### src/design/sdja_pkg.sv
// package: register map, field positions, reset values and loop constants of the smoother
package sdja_pkg;
  // printed register offsets are indexes; byte address is four times the index
  localparam logic [7:0] SDJA_IDX_CTRL_CH0 = 8'h07;
  localparam logic [7:0] SDJA_IDX_CTRL_CH1 = 8'h0F;
  localparam logic [7:0] SDJA_IDX_CTRL_CH2 = 8'h17;
  localparam logic [7:0] SDJA_IDX_STATUS = 8'h1F;
  localparam logic [7:0] SDJA_ADDR_CTRL_CH0 = {SDJA_IDX_CTRL_CH0[5:0], 2'h0};
  localparam logic [7:0] SDJA_ADDR_CTRL_CH1 = {SDJA_IDX_CTRL_CH1[5:0], 2'h0};
  localparam logic [7:0] SDJA_ADDR_CTRL_CH2 = {SDJA_IDX_CTRL_CH2[5:0], 2'h0};
  localparam logic [7:0] SDJA_ADDR_STATUS = {SDJA_IDX_STATUS[5:0], 2'h0};
  localparam int SDJA_NUM_CH = 3;
  // control field positions
  localparam int SDJA_BIT_DEPTH_LOW = 0;
  localparam int SDJA_BIT_PATH_SEL = 1;
  localparam int SDJA_BIT_DEPTH_HIGH = 2;
  localparam int SDJA_BIT_FIFO_RESET = 3;
  localparam int SDJA_BIT_FAST_OFF = 4;
  localparam int SDJA_CTRL_W = 5;
  localparam logic [4:0] SDJA_CTRL_RESET = 5'h03;
  // status field positions
  localparam int SDJA_ST_FILL_LSB = 0;
  localparam int SDJA_ST_OVERRUN = 8;
  localparam int SDJA_ST_UNDERRUN = 9;
  localparam int SDJA_ST_FAST_ACTIVE = 10;
  // buffer shape
  localparam int SDJA_FIFO_DEPTH = 16;
  localparam int SDJA_FIFO_AW = 4;
  // fill targets for the three depth modes
  localparam logic [4:0] SDJA_TARGET_16 = 5'h04;
  localparam logic [4:0] SDJA_TARGET_32 = 5'h08;
  localparam logic [4:0] SDJA_TARGET_128 = 5'h0C;
  // super pattern figures: pulses per pattern over sts-1 periods
  localparam int SDJA_SUPER_PULSES = 1864;
  localparam int SDJA_SUPER_PERIODS = 2160;
  // nco: 16 bit phase, base step is the mean super pattern rate of a 200 ns link clock at 40 MHz
  // a step of one link clock per 8 cycles would outrun the gapped input and underrun the buffer
  localparam int SDJA_PHASE_W = 16;
  localparam logic [15:0] SDJA_STEP_BASE = 16'(32'h0000_2000 * SDJA_SUPER_PULSES / SDJA_SUPER_PERIODS);
  localparam int SDJA_GAIN_FAST = 7;
  localparam int SDJA_GAIN_SLOW = 3;
  // fast recovery lock window, 50 ms at 40 MHz
  localparam int SDJA_RECOVER_MS = 50;
  localparam int SDJA_CLK_KHZ = 40000;
  localparam int SDJA_RECOVER_CYC = SDJA_RECOVER_MS * SDJA_CLK_KHZ;
  typedef enum logic [1:0] {
    SDJA_ST_IDLE = 2'b00,
    SDJA_ST_FILL = 2'b01,
    SDJA_ST_RUN = 2'b10
  } sdja_state_t;
endpackage

### src/design/sdja_sync.sv
// two-flop synchroniser for pin inputs
`timescale 1ns/10ps
`default_nettype none
module sdja_sync #(
  parameter int WIDTH = 1
) (
  input wire logic core_clk,
  input wire logic rst_n,
  input wire logic [WIDTH-1:0] async_in,
  output logic [WIDTH-1:0] sync_out
);
  logic [WIDTH-1:0] meta_ff;
  logic [WIDTH-1:0] sync_ff;

  always_ff @(posedge core_clk) begin
    if (!rst_n) begin
      meta_ff <= '0;
      sync_ff <= '0;
    end else begin
      meta_ff <= async_in;
      sync_ff <= meta_ff;
    end
  end

  assign sync_out = sync_ff;
endmodule
`default_nettype wire

### src/design/sdja_fifo.sv
// bit buffer between the gapped input clock and the smoothed line clock
`timescale 1ns/10ps
`default_nettype none
module sdja_fifo #(
  parameter int WIDTH = 1,
  parameter int DEPTH = 16,
  parameter int AW = 4
) (
  input wire logic core_clk,
  input wire logic rst_n,
  input wire logic clear,
  input wire logic in_valid,
  output logic in_ready,
  input wire logic [WIDTH-1:0] in_data,
  output logic out_valid,
  input wire logic out_ready,
  output logic [WIDTH-1:0] out_data,
  output logic [AW:0] fill
);
  logic [WIDTH-1:0] mem_ff [DEPTH];
  logic [AW-1:0] wr_ptr_ff;
  logic [AW-1:0] rd_ptr_ff;
  logic [AW:0] count_ff;
  logic push;
  logic pop;

  assign in_ready = (count_ff != DEPTH[AW:0]);
  assign out_valid = (count_ff != '0);
  assign push = in_valid && in_ready;
  assign pop = out_valid && out_ready;
  assign out_data = mem_ff[rd_ptr_ff];
  assign fill = count_ff;

  always_ff @(posedge core_clk) begin
    if (push) begin
      mem_ff[wr_ptr_ff] <= in_data;
    end
  end

  always_ff @(posedge core_clk) begin
    if (!rst_n || clear) begin
      wr_ptr_ff <= '0;
      rd_ptr_ff <= '0;
      count_ff <= '0;
    end else begin
      if (push) begin
        wr_ptr_ff <= wr_ptr_ff + 1'b1;
      end
      if (pop) begin
        rd_ptr_ff <= rd_ptr_ff + 1'b1;
      end
      if (push && !pop) begin
        count_ff <= count_ff + 1'b1;
      end else if (pop && !push) begin
        count_ff <= count_ff - 1'b1;
      end
    end
  end
endmodule
`default_nettype wire

### src/design/sdja_top.sv
// jitter smoother channel for de-synchroniser use, with apb control registers
// Functional notes
// - each super sequence holds 1864 pulses in 2160 periods and the line gives 1864 even pulses.
// - in ds3 mode the channel takes a stream of super sequences with data and drives a smooth line.
// - with the recovery-off bit at zero the smoother uses fast tracking to relock within 50 ms.
// - fast recovery can be turned off only under host control; in hardware mode it stays on.
// - the control registers of channels 0, 1 and 2 sit at indexes 0x07, 0x0F and 0x17.
// - bits 7 to 5 read zero; bits 4 to 0 are off, reset, depth high, path select, depth low.
`timescale 1ns/10ps
`default_nettype none
module sdja_top (
  input wire logic core_clk,
  input wire logic rst_n,
  input wire logic psel,
  input wire logic penable,
  input wire logic pwrite,
  input wire logic [7:0] paddr,
  input wire logic [31:0] pwdata,
  output logic [31:0] prdata,
  output logic pready,
  output logic pslverr,
  input wire logic tx_clock_input,
  input wire logic tx_data_input,
  input wire logic hw_mode_strap,
  output logic line_clk_out,
  output logic line_data_out,
  output logic line_bit_strobe
);
  import sdja_pkg::*;

  ////////////////////////////////////////////////////////////////////////////////
  // pin synchronisation and edge finding

  logic [2:0] pins_sync;
  logic link_clk_s;
  logic link_data_s;
  logic hw_mode_s;
  logic link_clk_prev_ff;
  logic link_data_prev_ff;
  logic link_rise;

  sdja_sync #(
    .WIDTH(3)
  ) u_sync (
    .core_clk(core_clk),
    .rst_n(rst_n),
    .async_in({hw_mode_strap, tx_data_input, tx_clock_input}),
    .sync_out(pins_sync)
  );

  assign link_clk_s = pins_sync[0];
  assign link_data_s = pins_sync[1];
  assign hw_mode_s = pins_sync[2];

  always_ff @(posedge core_clk) begin
    if (!rst_n) begin
      link_clk_prev_ff <= 1'b0;
      link_data_prev_ff <= 1'b0;
    end else begin
      link_clk_prev_ff <= link_clk_s;
      link_data_prev_ff <= link_data_s;
    end
  end

  // a gap in the incoming clock simply yields no rising edge, so no bit is stored
  assign link_rise = link_clk_s && !link_clk_prev_ff;

  ////////////////////////////////////////////////////////////////////////////////
  // apb register file

  logic [SDJA_CTRL_W-1:0] ctrl_ff [SDJA_NUM_CH];
  logic [31:0] prdata_ff;
  logic pslverr_ff;
  logic setup;
  logic access;
  logic hit_status;
  logic [1:0] hit_ch;
  logic hit_any;
  logic overrun_ff;
  logic underrun_ff;
  logic set_overrun;
  logic set_underrun;
  logic clr_overrun;
  logic clr_underrun;
  logic [4:0] fifo_fill;
  logic fast_active;

  assign setup = psel && !penable;
  assign access = psel && penable;

  always_comb begin
    hit_ch = 2'h3;
    hit_status = (paddr == SDJA_ADDR_STATUS);
    case (paddr)
      SDJA_ADDR_CTRL_CH0: hit_ch = 2'h0;
      SDJA_ADDR_CTRL_CH1: hit_ch = 2'h1;
      SDJA_ADDR_CTRL_CH2: hit_ch = 2'h2;
      default: hit_ch = 2'h3;
    endcase
  end

  assign hit_any = (hit_ch != 2'h3) || hit_status;

  // zero wait states: the answer is prepared in the setup cycle
  assign pready = 1'b1;
  assign prdata = prdata_ff;
  assign pslverr = pslverr_ff;

  always_ff @(posedge core_clk) begin
    if (!rst_n) begin
      prdata_ff <= 32'h0000_0000;
      pslverr_ff <= 1'b0;
    end else if (setup) begin
      pslverr_ff <= !hit_any;
      if (hit_ch != 2'h3) begin
        prdata_ff <= {27'h000_0000, ctrl_ff[hit_ch]};
      end else if (hit_status) begin
        prdata_ff <= {21'h00_0000, fast_active, underrun_ff, overrun_ff, 3'h0, fifo_fill};
      end else begin
        prdata_ff <= 32'h0000_0000;
      end
    end
  end

  // only the low five bits are stored, so the upper three can never read back
  always_ff @(posedge core_clk) begin
    if (!rst_n) begin
      for (int i = 0; i < SDJA_NUM_CH; i++) begin
        ctrl_ff[i] <= SDJA_CTRL_RESET;
      end
    end else if (access && pwrite && hit_ch != 2'h3) begin
      ctrl_ff[hit_ch] <= pwdata[SDJA_CTRL_W-1:0];
    end
  end

  assign clr_overrun = access && pwrite && hit_status && pwdata[SDJA_ST_OVERRUN];
  assign clr_underrun = access && pwrite && hit_status && pwdata[SDJA_ST_UNDERRUN];

  // sticky error flags, write one to clear; a new event in the clear cycle wins
  always_ff @(posedge core_clk) begin
    if (!rst_n) begin
      overrun_ff <= 1'b0;
      underrun_ff <= 1'b0;
    end else begin
      overrun_ff <= set_overrun || (overrun_ff && !clr_overrun);
      underrun_ff <= set_underrun || (underrun_ff && !clr_underrun);
    end
  end

  ////////////////////////////////////////////////////////////////////////////////
  // channel 0 controls; channels 1 and 2 only hold configuration here

  logic path_on;
  logic fifo_clear;
  logic [4:0] fill_target;
  logic fast_off_req;

  assign path_on = ctrl_ff[0][SDJA_BIT_PATH_SEL];
  assign fifo_clear = ctrl_ff[0][SDJA_BIT_FIFO_RESET] || !path_on;
  assign fast_off_req = ctrl_ff[0][SDJA_BIT_FAST_OFF];
  // the strap forces fast recovery whatever software wrote
  assign fast_active = !fast_off_req || hw_mode_s;

  always_comb begin
    case ({ctrl_ff[0][SDJA_BIT_DEPTH_HIGH], ctrl_ff[0][SDJA_BIT_DEPTH_LOW]})
      2'b10: fill_target = SDJA_TARGET_32;
      2'b01: fill_target = SDJA_TARGET_16;
      2'b11: fill_target = SDJA_TARGET_128;
      default: fill_target = SDJA_TARGET_16;
    endcase
  end

  ////////////////////////////////////////////////////////////////////////////////
  // elastic buffer

  logic fifo_in_ready;
  logic fifo_out_valid;
  logic fifo_pop;
  logic fifo_bit;
  logic push_req;

  assign push_req = link_rise && path_on;
  assign set_overrun = push_req && !fifo_in_ready;

  sdja_fifo #(
    .WIDTH(1),
    .DEPTH(SDJA_FIFO_DEPTH),
    .AW(SDJA_FIFO_AW)
  ) u_fifo (
    .core_clk(core_clk),
    .rst_n(rst_n),
    .clear(fifo_clear),
    .in_valid(push_req),
    .in_ready(fifo_in_ready),
    .in_data(link_data_prev_ff),
    .out_valid(fifo_out_valid),
    .out_ready(fifo_pop),
    .out_data(fifo_bit),
    .fill(fifo_fill)
  );

  ////////////////////////////////////////////////////////////////////////////////
  // smoothing nco: step follows the buffer fill so the average rate matches the input

  sdja_state_t state_ff;
  logic [15:0] phase_ff;
  logic [15:0] step;
  logic signed [6:0] fill_err;
  logic signed [17:0] step_wide;
  logic [16:0] phase_sum;
  logic tick;

  assign fill_err = $signed({2'b00, fifo_fill}) - $signed({2'b00, fill_target});

  // fast tracking trades some residual jitter for a short relock after a switch
  always_comb begin
    if (fast_active) begin
      // widen before shifting so the gain is not lost in the 7 bit error
      step_wide = $signed({2'b00, SDJA_STEP_BASE}) + (18'(fill_err) <<< SDJA_GAIN_FAST);
    end else begin
      step_wide = $signed({2'b00, SDJA_STEP_BASE}) + (18'(fill_err) <<< SDJA_GAIN_SLOW);
    end
    if (step_wide < 18'sd1) begin
      step = 16'h0001;
    end else if (step_wide > 18'sh0FFFF) begin
      step = 16'hFFFF;
    end else begin
      step = step_wide[15:0];
    end
  end

  assign phase_sum = {1'b0, phase_ff} + {1'b0, step};
  // even spacing: one line bit per nco overflow, gaps are spread over the pattern
  assign tick = (state_ff == SDJA_ST_RUN) && phase_sum[16];
  assign fifo_pop = tick && fifo_out_valid;
  assign set_underrun = tick && !fifo_out_valid;

  always_ff @(posedge core_clk) begin
    if (!rst_n || fifo_clear) begin
      state_ff <= SDJA_ST_IDLE;
    end else begin
      case (state_ff)
        SDJA_ST_IDLE: begin
          if (fifo_fill != 5'h00) begin
            state_ff <= SDJA_ST_FILL;
          end
        end
        SDJA_ST_FILL: begin
          if (fifo_fill >= fill_target) begin
            state_ff <= SDJA_ST_RUN;
          end
        end
        SDJA_ST_RUN: begin
          if (set_underrun) begin
            state_ff <= SDJA_ST_IDLE;
          end
        end
        default: state_ff <= SDJA_ST_IDLE;
      endcase
    end
  end

  always_ff @(posedge core_clk) begin
    if (!rst_n || fifo_clear) begin
      phase_ff <= 16'h0000;
    end else if (state_ff == SDJA_ST_RUN) begin
      phase_ff <= phase_sum[15:0];
    end
  end

  ////////////////////////////////////////////////////////////////////////////////
  // line outputs: smoothed when the path is selected, else a straight copy

  logic line_clk_ff;
  logic line_data_ff;
  logic line_strobe_ff;

  always_ff @(posedge core_clk) begin
    if (!rst_n) begin
      line_clk_ff <= 1'b0;
      line_data_ff <= 1'b0;
      line_strobe_ff <= 1'b0;
    end else if (!path_on) begin
      line_clk_ff <= link_clk_prev_ff;
      line_data_ff <= link_data_prev_ff;
      line_strobe_ff <= link_rise;
    end else begin
      line_strobe_ff <= fifo_pop;
      if (fifo_pop) begin
        line_data_ff <= fifo_bit;
        line_clk_ff <= 1'b1;
      end else if (phase_ff[15]) begin
        line_clk_ff <= 1'b0;
      end
    end
  end

  assign line_clk_out = line_clk_ff;
  assign line_data_out = line_data_ff;
  assign line_bit_strobe = line_strobe_ff;
endmodule
`default_nettype wire

### config.mk
export PLATFORM = sky130hd
export DESIGN_NAME = sdja_top
export DESIGN_NICKNAME = d
export VERILOG_FILES = /design/src/design/sdja_pkg.sv /design/src/design/sdja_sync.sv /design/src/design/sdja_fifo.sv /design/src/design/sdja_top.sv
export SDC_FILE = /design/constraint.sdc
export NUM_CORES = 1
export LEC_CHECK = 0
export BUFFER_PORTS_ARGS = -buffer_cell sky130_fd_sc_hd__buf_2
export CAP_MARGIN = 20
export CORE_UTILIZATION = 35
export DETAILED_ROUTE_END_ITERATION = 7
export PLACE_DENSITY = 0.61
export SLEW_MARGIN = 20
export SYNTH_ARGS = -nofsm -noshare
export SYNTH_HDL_FRONTEND = slang
export SYNTH_SLANG_ARGS = --single-unit
### constraint.sdc
create_clock -name core_clk -period 5.05 [get_ports core_clk]
set_clock_uncertainty 0.05 [all_clocks]
set_input_delay 0.7575 -clock core_clk [delete_from_list [all_inputs] [get_ports core_clk]]
set_output_delay 0.7575 -clock core_clk [all_outputs]
set_load 0.02 [all_outputs]
======== Word level (Yosys, flattened, before mapping) ========
Memory sizes are Yosys's and may differ from the RTL's. A register that Yosys moved wholly into a read port is not among the register bits.
Cells that the tools add are included.
storage, ports and cells
  register bits ........................... 77
  latch bits .............................. 0
  bits in writable memories ............... 31
  ROM bits ................................ 0
  input bits .............................. 48
  output and inout port bits .............. 37
  logic and storage cells ................. 116
  memories ................................ 2
memory list
  memory         depth  width  read ports  clocked after memory_dff  write ports  RTL line         RTL
  u_fifo.mem_ff  16     1      1           1                         1            sdja_fifo.sv:20  logic [WIDTH-1:0] mem_ff [DEPTH];
  ctrl_ff        3      5      2           0                         3            sdja_top.sv:71   logic [SDJA_CTRL_W-1:0] ctrl_ff [SDJA_NUM_CH];
operators by class
  add/sub/neg operators ................... 8
  $mul .................................... 0
  div/mod/pow operators ................... 0
  magnitude comparators ................... 3
  equality and inequality tests ........... 15
  shift-type cells ........................ 0
  multiplexer cells ....................... 30
  bitwise operators ....................... 0
  reductions and logical operators ........ 42
operators by type and width
  operator                  count
  $mux W16                  2
  $mux W11                  2
  $logic_and A1 B1 Y1       19
  $gt A18 B17 Y1 const B    1
  $lt A18 B2 Y1 const B     1
  $mux W18                  1
  $add A16 B16 Y17          1
  $eq A8 B7 Y1 const B      2
  $add A14 B13 Y15 const A  1
  $add A14 B9 Y15 const A   1
  $mux W5                   3
  $mux W1                   13
  $logic_not A1 Y1          12
  $pmux W2 S3               2
  $add A4 B1 Y4 const B     2
  $eq A8 B5 Y1 const B      1
  $eq A8 B6 Y1 const B      1
  $mux W2                   4
  $mux W4                   2
  $ne A2 B2 Y1 const B      4
  $pmux W4 S2               1
  $eq A2 B2 Y1 const B      3
  $logic_or A1 B1 Y1        6
  $sub A5 B4 Y6             1
  12 further kinds          12

======== Depth between registers and ports, before layout ========
An unclocked memory read counts as a cell.
  word-level depth ........................ 16
  gate-level depth with buffers ........... 23
  depth with buffers taken out ............ 23

======== By module ========
From an unflattened synthesis, not the netlist that was laid out.
unflattened totals
  cells, all modules ...................... 510
  area, all modules ....................... 4907.2 µm²
modules (own cells, without submodules)
  module     instances  cells each  area each (µm²)  seq. area each (µm²)
  sdja_top   1          365         3166.8           1131.1
  sdja_fifo  1          133         1582.8           820.8
  sdja_sync  1          12          157.7            120.1

======== Worst setup path before layout ========
OpenSTA, ideal clock, no wires.
  path kind ............................... register to register
  from .................................... memory ctrl_ff[0][0]
  to ...................................... register u_fifo.count_ff[4], in the netlist u_fifo.fill[4]
  library setup time ...................... 0.128 ns
  arrival ................................. 4.543 ns
  data required time ...................... 4.872 ns
  slack ................................... 0.329 ns
  stages on the path, launching flop included .. 23
  path buffers ............................ 1
  period minus slack after synthesis ...... 4.721 ns
  cell sequence ........................... edfxtp_1 nand2b_1 ha_1 fa_1 clkbuf_1 nor3_1 xnor2_1 a21oi_1 ha_1 a2111oi_0 o21ai_2 o211ai_2 o41ai_4 inv_2 ha_1 inv_1 ha_1 nor2b_1 o21a_1 or3_1 a21oi_1 xnor2_1 nor2_1
RTL lines
  element               RTL line         RTL
  from (decl)           sdja_top.sv:71
  to (signal assigned)  sdja_fifo.sv:53  count_ff <= count_ff + 1'b1;
  to (signal assigned)  sdja_fifo.sv:55  count_ff <= count_ff - 1'b1;
  to (decl)             sdja_fifo.sv:23  logic [AW:0] count_ff;

==> flow_summary.json <==
{
  "grt_usage_pct": 14.70,
  "pwr-share-seq_pct": 46.6,
  "cts.sinks": 88,
  "finalWorstSetupSlack_ps": 307.4,
  "timing.critical_path.cells": "nand2b_1 -> ha_1 -> fa_2 -> buf_4 -> nor4_2 -> a211o_1 -> a21oi_1 -> ha_1 -> a21oi_2 -> o211ai_1 -> nand4_1 -> o41ai_4 -> inv_2 -> ha_1 -> inv_1 -> ha_1 -> nor2b_1 -> o21a_1 -> or3_1 -> a21oi_2 -> xnor2_1 -> nor2_1",
  "tns_ps": 0,
  "cts_buffer_depth": 2,
  "min_period_ps": 4743,
  "crit_type": "reg -> reg",
  "die_x_um": 118.7,
  "wl_um": 9840,
  "max_cap_viol_count": 0,
  "fmax_mhz": 210.9,
  "status": "finished clean",
  "cts_buffers": 9,
  "synth.yosys.seq_area_share_pct": 43.49,
  "synth.distinct_cells": 53,
  "power.switching_mw": 0.3679,
  "maxSlewHeadroom_pct": 29.91,
  "p_int_mw": 1.239,
  "cp-start-kind": "register",
  "clk_pin_slew_ps": 60,
  "cp_slowest_stage_delay_ps": 570,
  "vias_per_cell": 4.940,
  "setup_viol": 0,
  "antenna_found_initial": 0,
  "row_count": 42,
  "netlist_area_um2": 4765,
  "gp_congestion": 0.8738,
  "dominantRegCellSynth": "dfxtp_1",
  "timing.critical_path.buf_inv": 3,
  "first_pass_iters": 4,
  "power.total_mw": 1.607,
  "path_delay_family": "adder cells",
  "routedWlPerCell_um": 13.70,
  "tritoncts": "yes",
  "portBuffers": 34,
  "synth-edff-count": 31,
  "die_h_um": 118.7,
  "final-max-slew-violation-count": 0,
  "clock_latency_ps": 340,
  "path_common_cell": "ha_1",
  "p_leak_nw": 2.086,
  "pwr-share-clk_pct": 45.5,
  "layout-area-overhead-vs-synth_pct": 14.34,
  "synthArstFlopShare_pct": 0,
  "nets": 612,
  "ant_nets": 0,
  "rsz0062_at_grt": "no",
  "cp_max_fo": 5,
  "drive_gt1_share_pct": 16.05,
  "antenna_cells": 0,
  "fp.dieArea_um2": 14080,
  "place_ws_ps": 101.4,
  "first_iter_violations": 177,
  "postSynthAreaPerCell_um2": 9.491,
  "vias": 3547,
  "p_per_area_nw_per_um2": 295.0,
  "root_buffer": "clkbuf_16",
  "drc": 0,
  "worst_path_max_delay_cell": "fa_2",
  "endpoint_kind": "register",
  "p_sw_share_pct": 22.89,
  "start_util_pct": 35.98,
  "synth_seq_cells": 88,
  "grt_pass1_wl_um": 16440,
  "grt_max_degree": 29,
  "hpwl_um": 7224,
  "fin_hold_ws_ps": 383.9,
  "synth_cells": 502,
  "worst_ep_required_time_ps": 5200,
  "finalCritPeriodShare_pct": 93.91,
  "worst_pin_slew_ps": 1049,
  "hold_viol_final": 0,
  "grt_pass1_vias": 3351,
  "overflow": 0,
  "ios": 85,
  "cp.arrival_ps": 4900,
  "postLayoutCoreUtil_pct": 41.14,
  "core_um2": 13240,
  "peakVddDrop_mv": 0.2474,
  "num-fill-cells": 1297,
  "htreeDepth": 3,
  "yosysWarnings": 0,
  "hold_class": "reg -> reg",
  "combPwrFrac_pct": 7.9
}
-- flip-flops by register name (all words and copies together) (netlist names), 2 cells and up, named ones only --
register / count
ctrl_ff: 15
prdata: 8
u_fifo.wr_ptr_ff: 4
u_fifo.fill: 5
phase_ff: 16
u_fifo.mem_ff: 16
u_sync.sync_out: 3
u_fifo.rd_ptr_ff: 4
u_sync.meta_ff: 3
state_ff: 2
-- cell usage in the layout, fill, tap and decap left out, types with 4 or more instances in the layout --
master and instances:
edfxtp_1 31, nor3_1 13, clkbuf_16 9, buf_2 34, o21a_1 6, ha_1 24, dfxtp_1 57, nand2b_1 17
and3_1 4, a211oi_1 6, mux4_2 10, o21ai_0 20, a21oi_1 30, nand4_1 7, nor2b_1 7, inv_1 12
xor2_1 8, nor2_1 61, and2_1 20, xnor2_1 17, conb_1 25, buf_4 13, nand2_1 39, nand3_1 21
-- power by group through the flow --
| stage | Combinational (mW) | Sequential [mW] | Clock, mW |
|---|---|---|---|
| 3_5_place_dp | 0.120 | 0.764 | 0 |
| 4_1_cts | 0.120 | 0.748 | 0.748 |
| 3_3_place_gp | 0.117 | 0.764 | 0 |
| 5_1_grt | 0.140 | 0.749 | 0.778 |
| 6_report | 0.128 | 0.749 | 0.731 |
| 2_1_floorplan | 0.103 | 0.764 | 0 |
-- layout make-up --
class                   count  area [µm²]  area share (%)
multi-input cells         378        2509           46.05
inverters                  13       48.80          0.8957
flip-flops and latches     88        2072           38.03
clock buffers              10       239.0           4.387
well taps                 176       220.2           4.042
repair buffers             47       267.8           4.915
clock inverters             6       91.34           1.677
-- worst reg2reg max path: cells and delay by family (launching register included) --
family	cells	cell delay, ps
compound gates	7	1220
flops	1	400
fa+ha+maj	5	1590
xor+xnor	1	120
simple gates	6	930
buf+inv	3	310
-- kinds of logic after synthesis --
group / share of synthesized area (%)
AND/OR/NAND/NOR: 20.54
buffers and inverters: 6.801
adder cells (fa/ha/maj): 7.405
XOR/XNOR: 4.779
flip-flops: 43.49
multiplexers: 5.147
AO/OA/AOI/OAI: 11.69
other: 0.1576
-- through the flow --
| step | area (µm²) | cells |
|---|---|---|
| floorplan | 4851 | 525 |
| global placement | 5041 | 699 |
| detailed placement | 5041 | 699 |
| CTS | 5371 | 715 |
| global route | 5448 | 718 |
| finish | 5448 | 718 |
-- synth_stat cells (3+ instances only) --
cell / count / share of area (%)
nor3_1: 13 / 1.4
ha_1: 25 / 6.6
a21oi_1: 32 / 3.4
a21o_1: 3 / 0.47
nand2b_1: 17 / 2.2
inv_1: 12 / 0.95
xor2_1: 8 / 1.5
nand3_1: 21 / 2.2
and3_1: 4 / 0.53
dfxtp_1: 57 / 24
xnor2_1: 18 / 3.3
nor2_1: 61 / 4.8
buf_4: 27 / 4.3
nor2b_1: 7 / 0.92
o21a_1: 6 / 0.95
a211oi_1: 6 / 0.95
and2_1: 20 / 2.6
a22oi_1: 3 / 0.47
nand4_1: 7 / 0.92
o21ai_0: 20 / 2.1
edfxtp_1: 31 / 20
clkbuf_1: 16 / 1.3
nand2_1: 39 / 3.1
mux4_2: 10 / 4.7
-- path summary, 6_finish.rpt --
| path | startpoint | end | slack (ps) | cells after the start |
|---|---|---|---|---|
| worst max register to register | ctrl_ff[0][0] | u_fifo.fill[4] | 310 | 22 |
| worst min register to register | u_sync.meta_ff[0] | u_sync.sync_out[0] | 380 | 1 |
| worst max-delay path | ctrl_ff[0][0] | u_fifo.fill[4] | 310 | 22 |
| worst min-delay path | u_sync.meta_ff[0] | u_sync.sync_out[0] | 380 | 1 |
-- what timing repair did --
| item | CTS | global route |
|---|---|---|
| resized for setup | 0 | 10 |
| endpoints found under the hold margin | 0 | 0 |
| buffers inserted | 0 | 3 |
| hold buffers | 0 | 0 |
| setup endpoints to repair | 0 | 3 |
-- routing by layer --
layer	GRT usage, %	vias to the layer above	share of wire (%)	wire length [µm]
li1	-	1779	-	-
met1	18.86	1689	46	4514
met2	24.74	69	49	4832
met3	2.027	10	3.6	350
met4	6.092	0	1.5	143
met5	0	-	0	0
No activity file was read; power rests on OpenSTA's default activity.
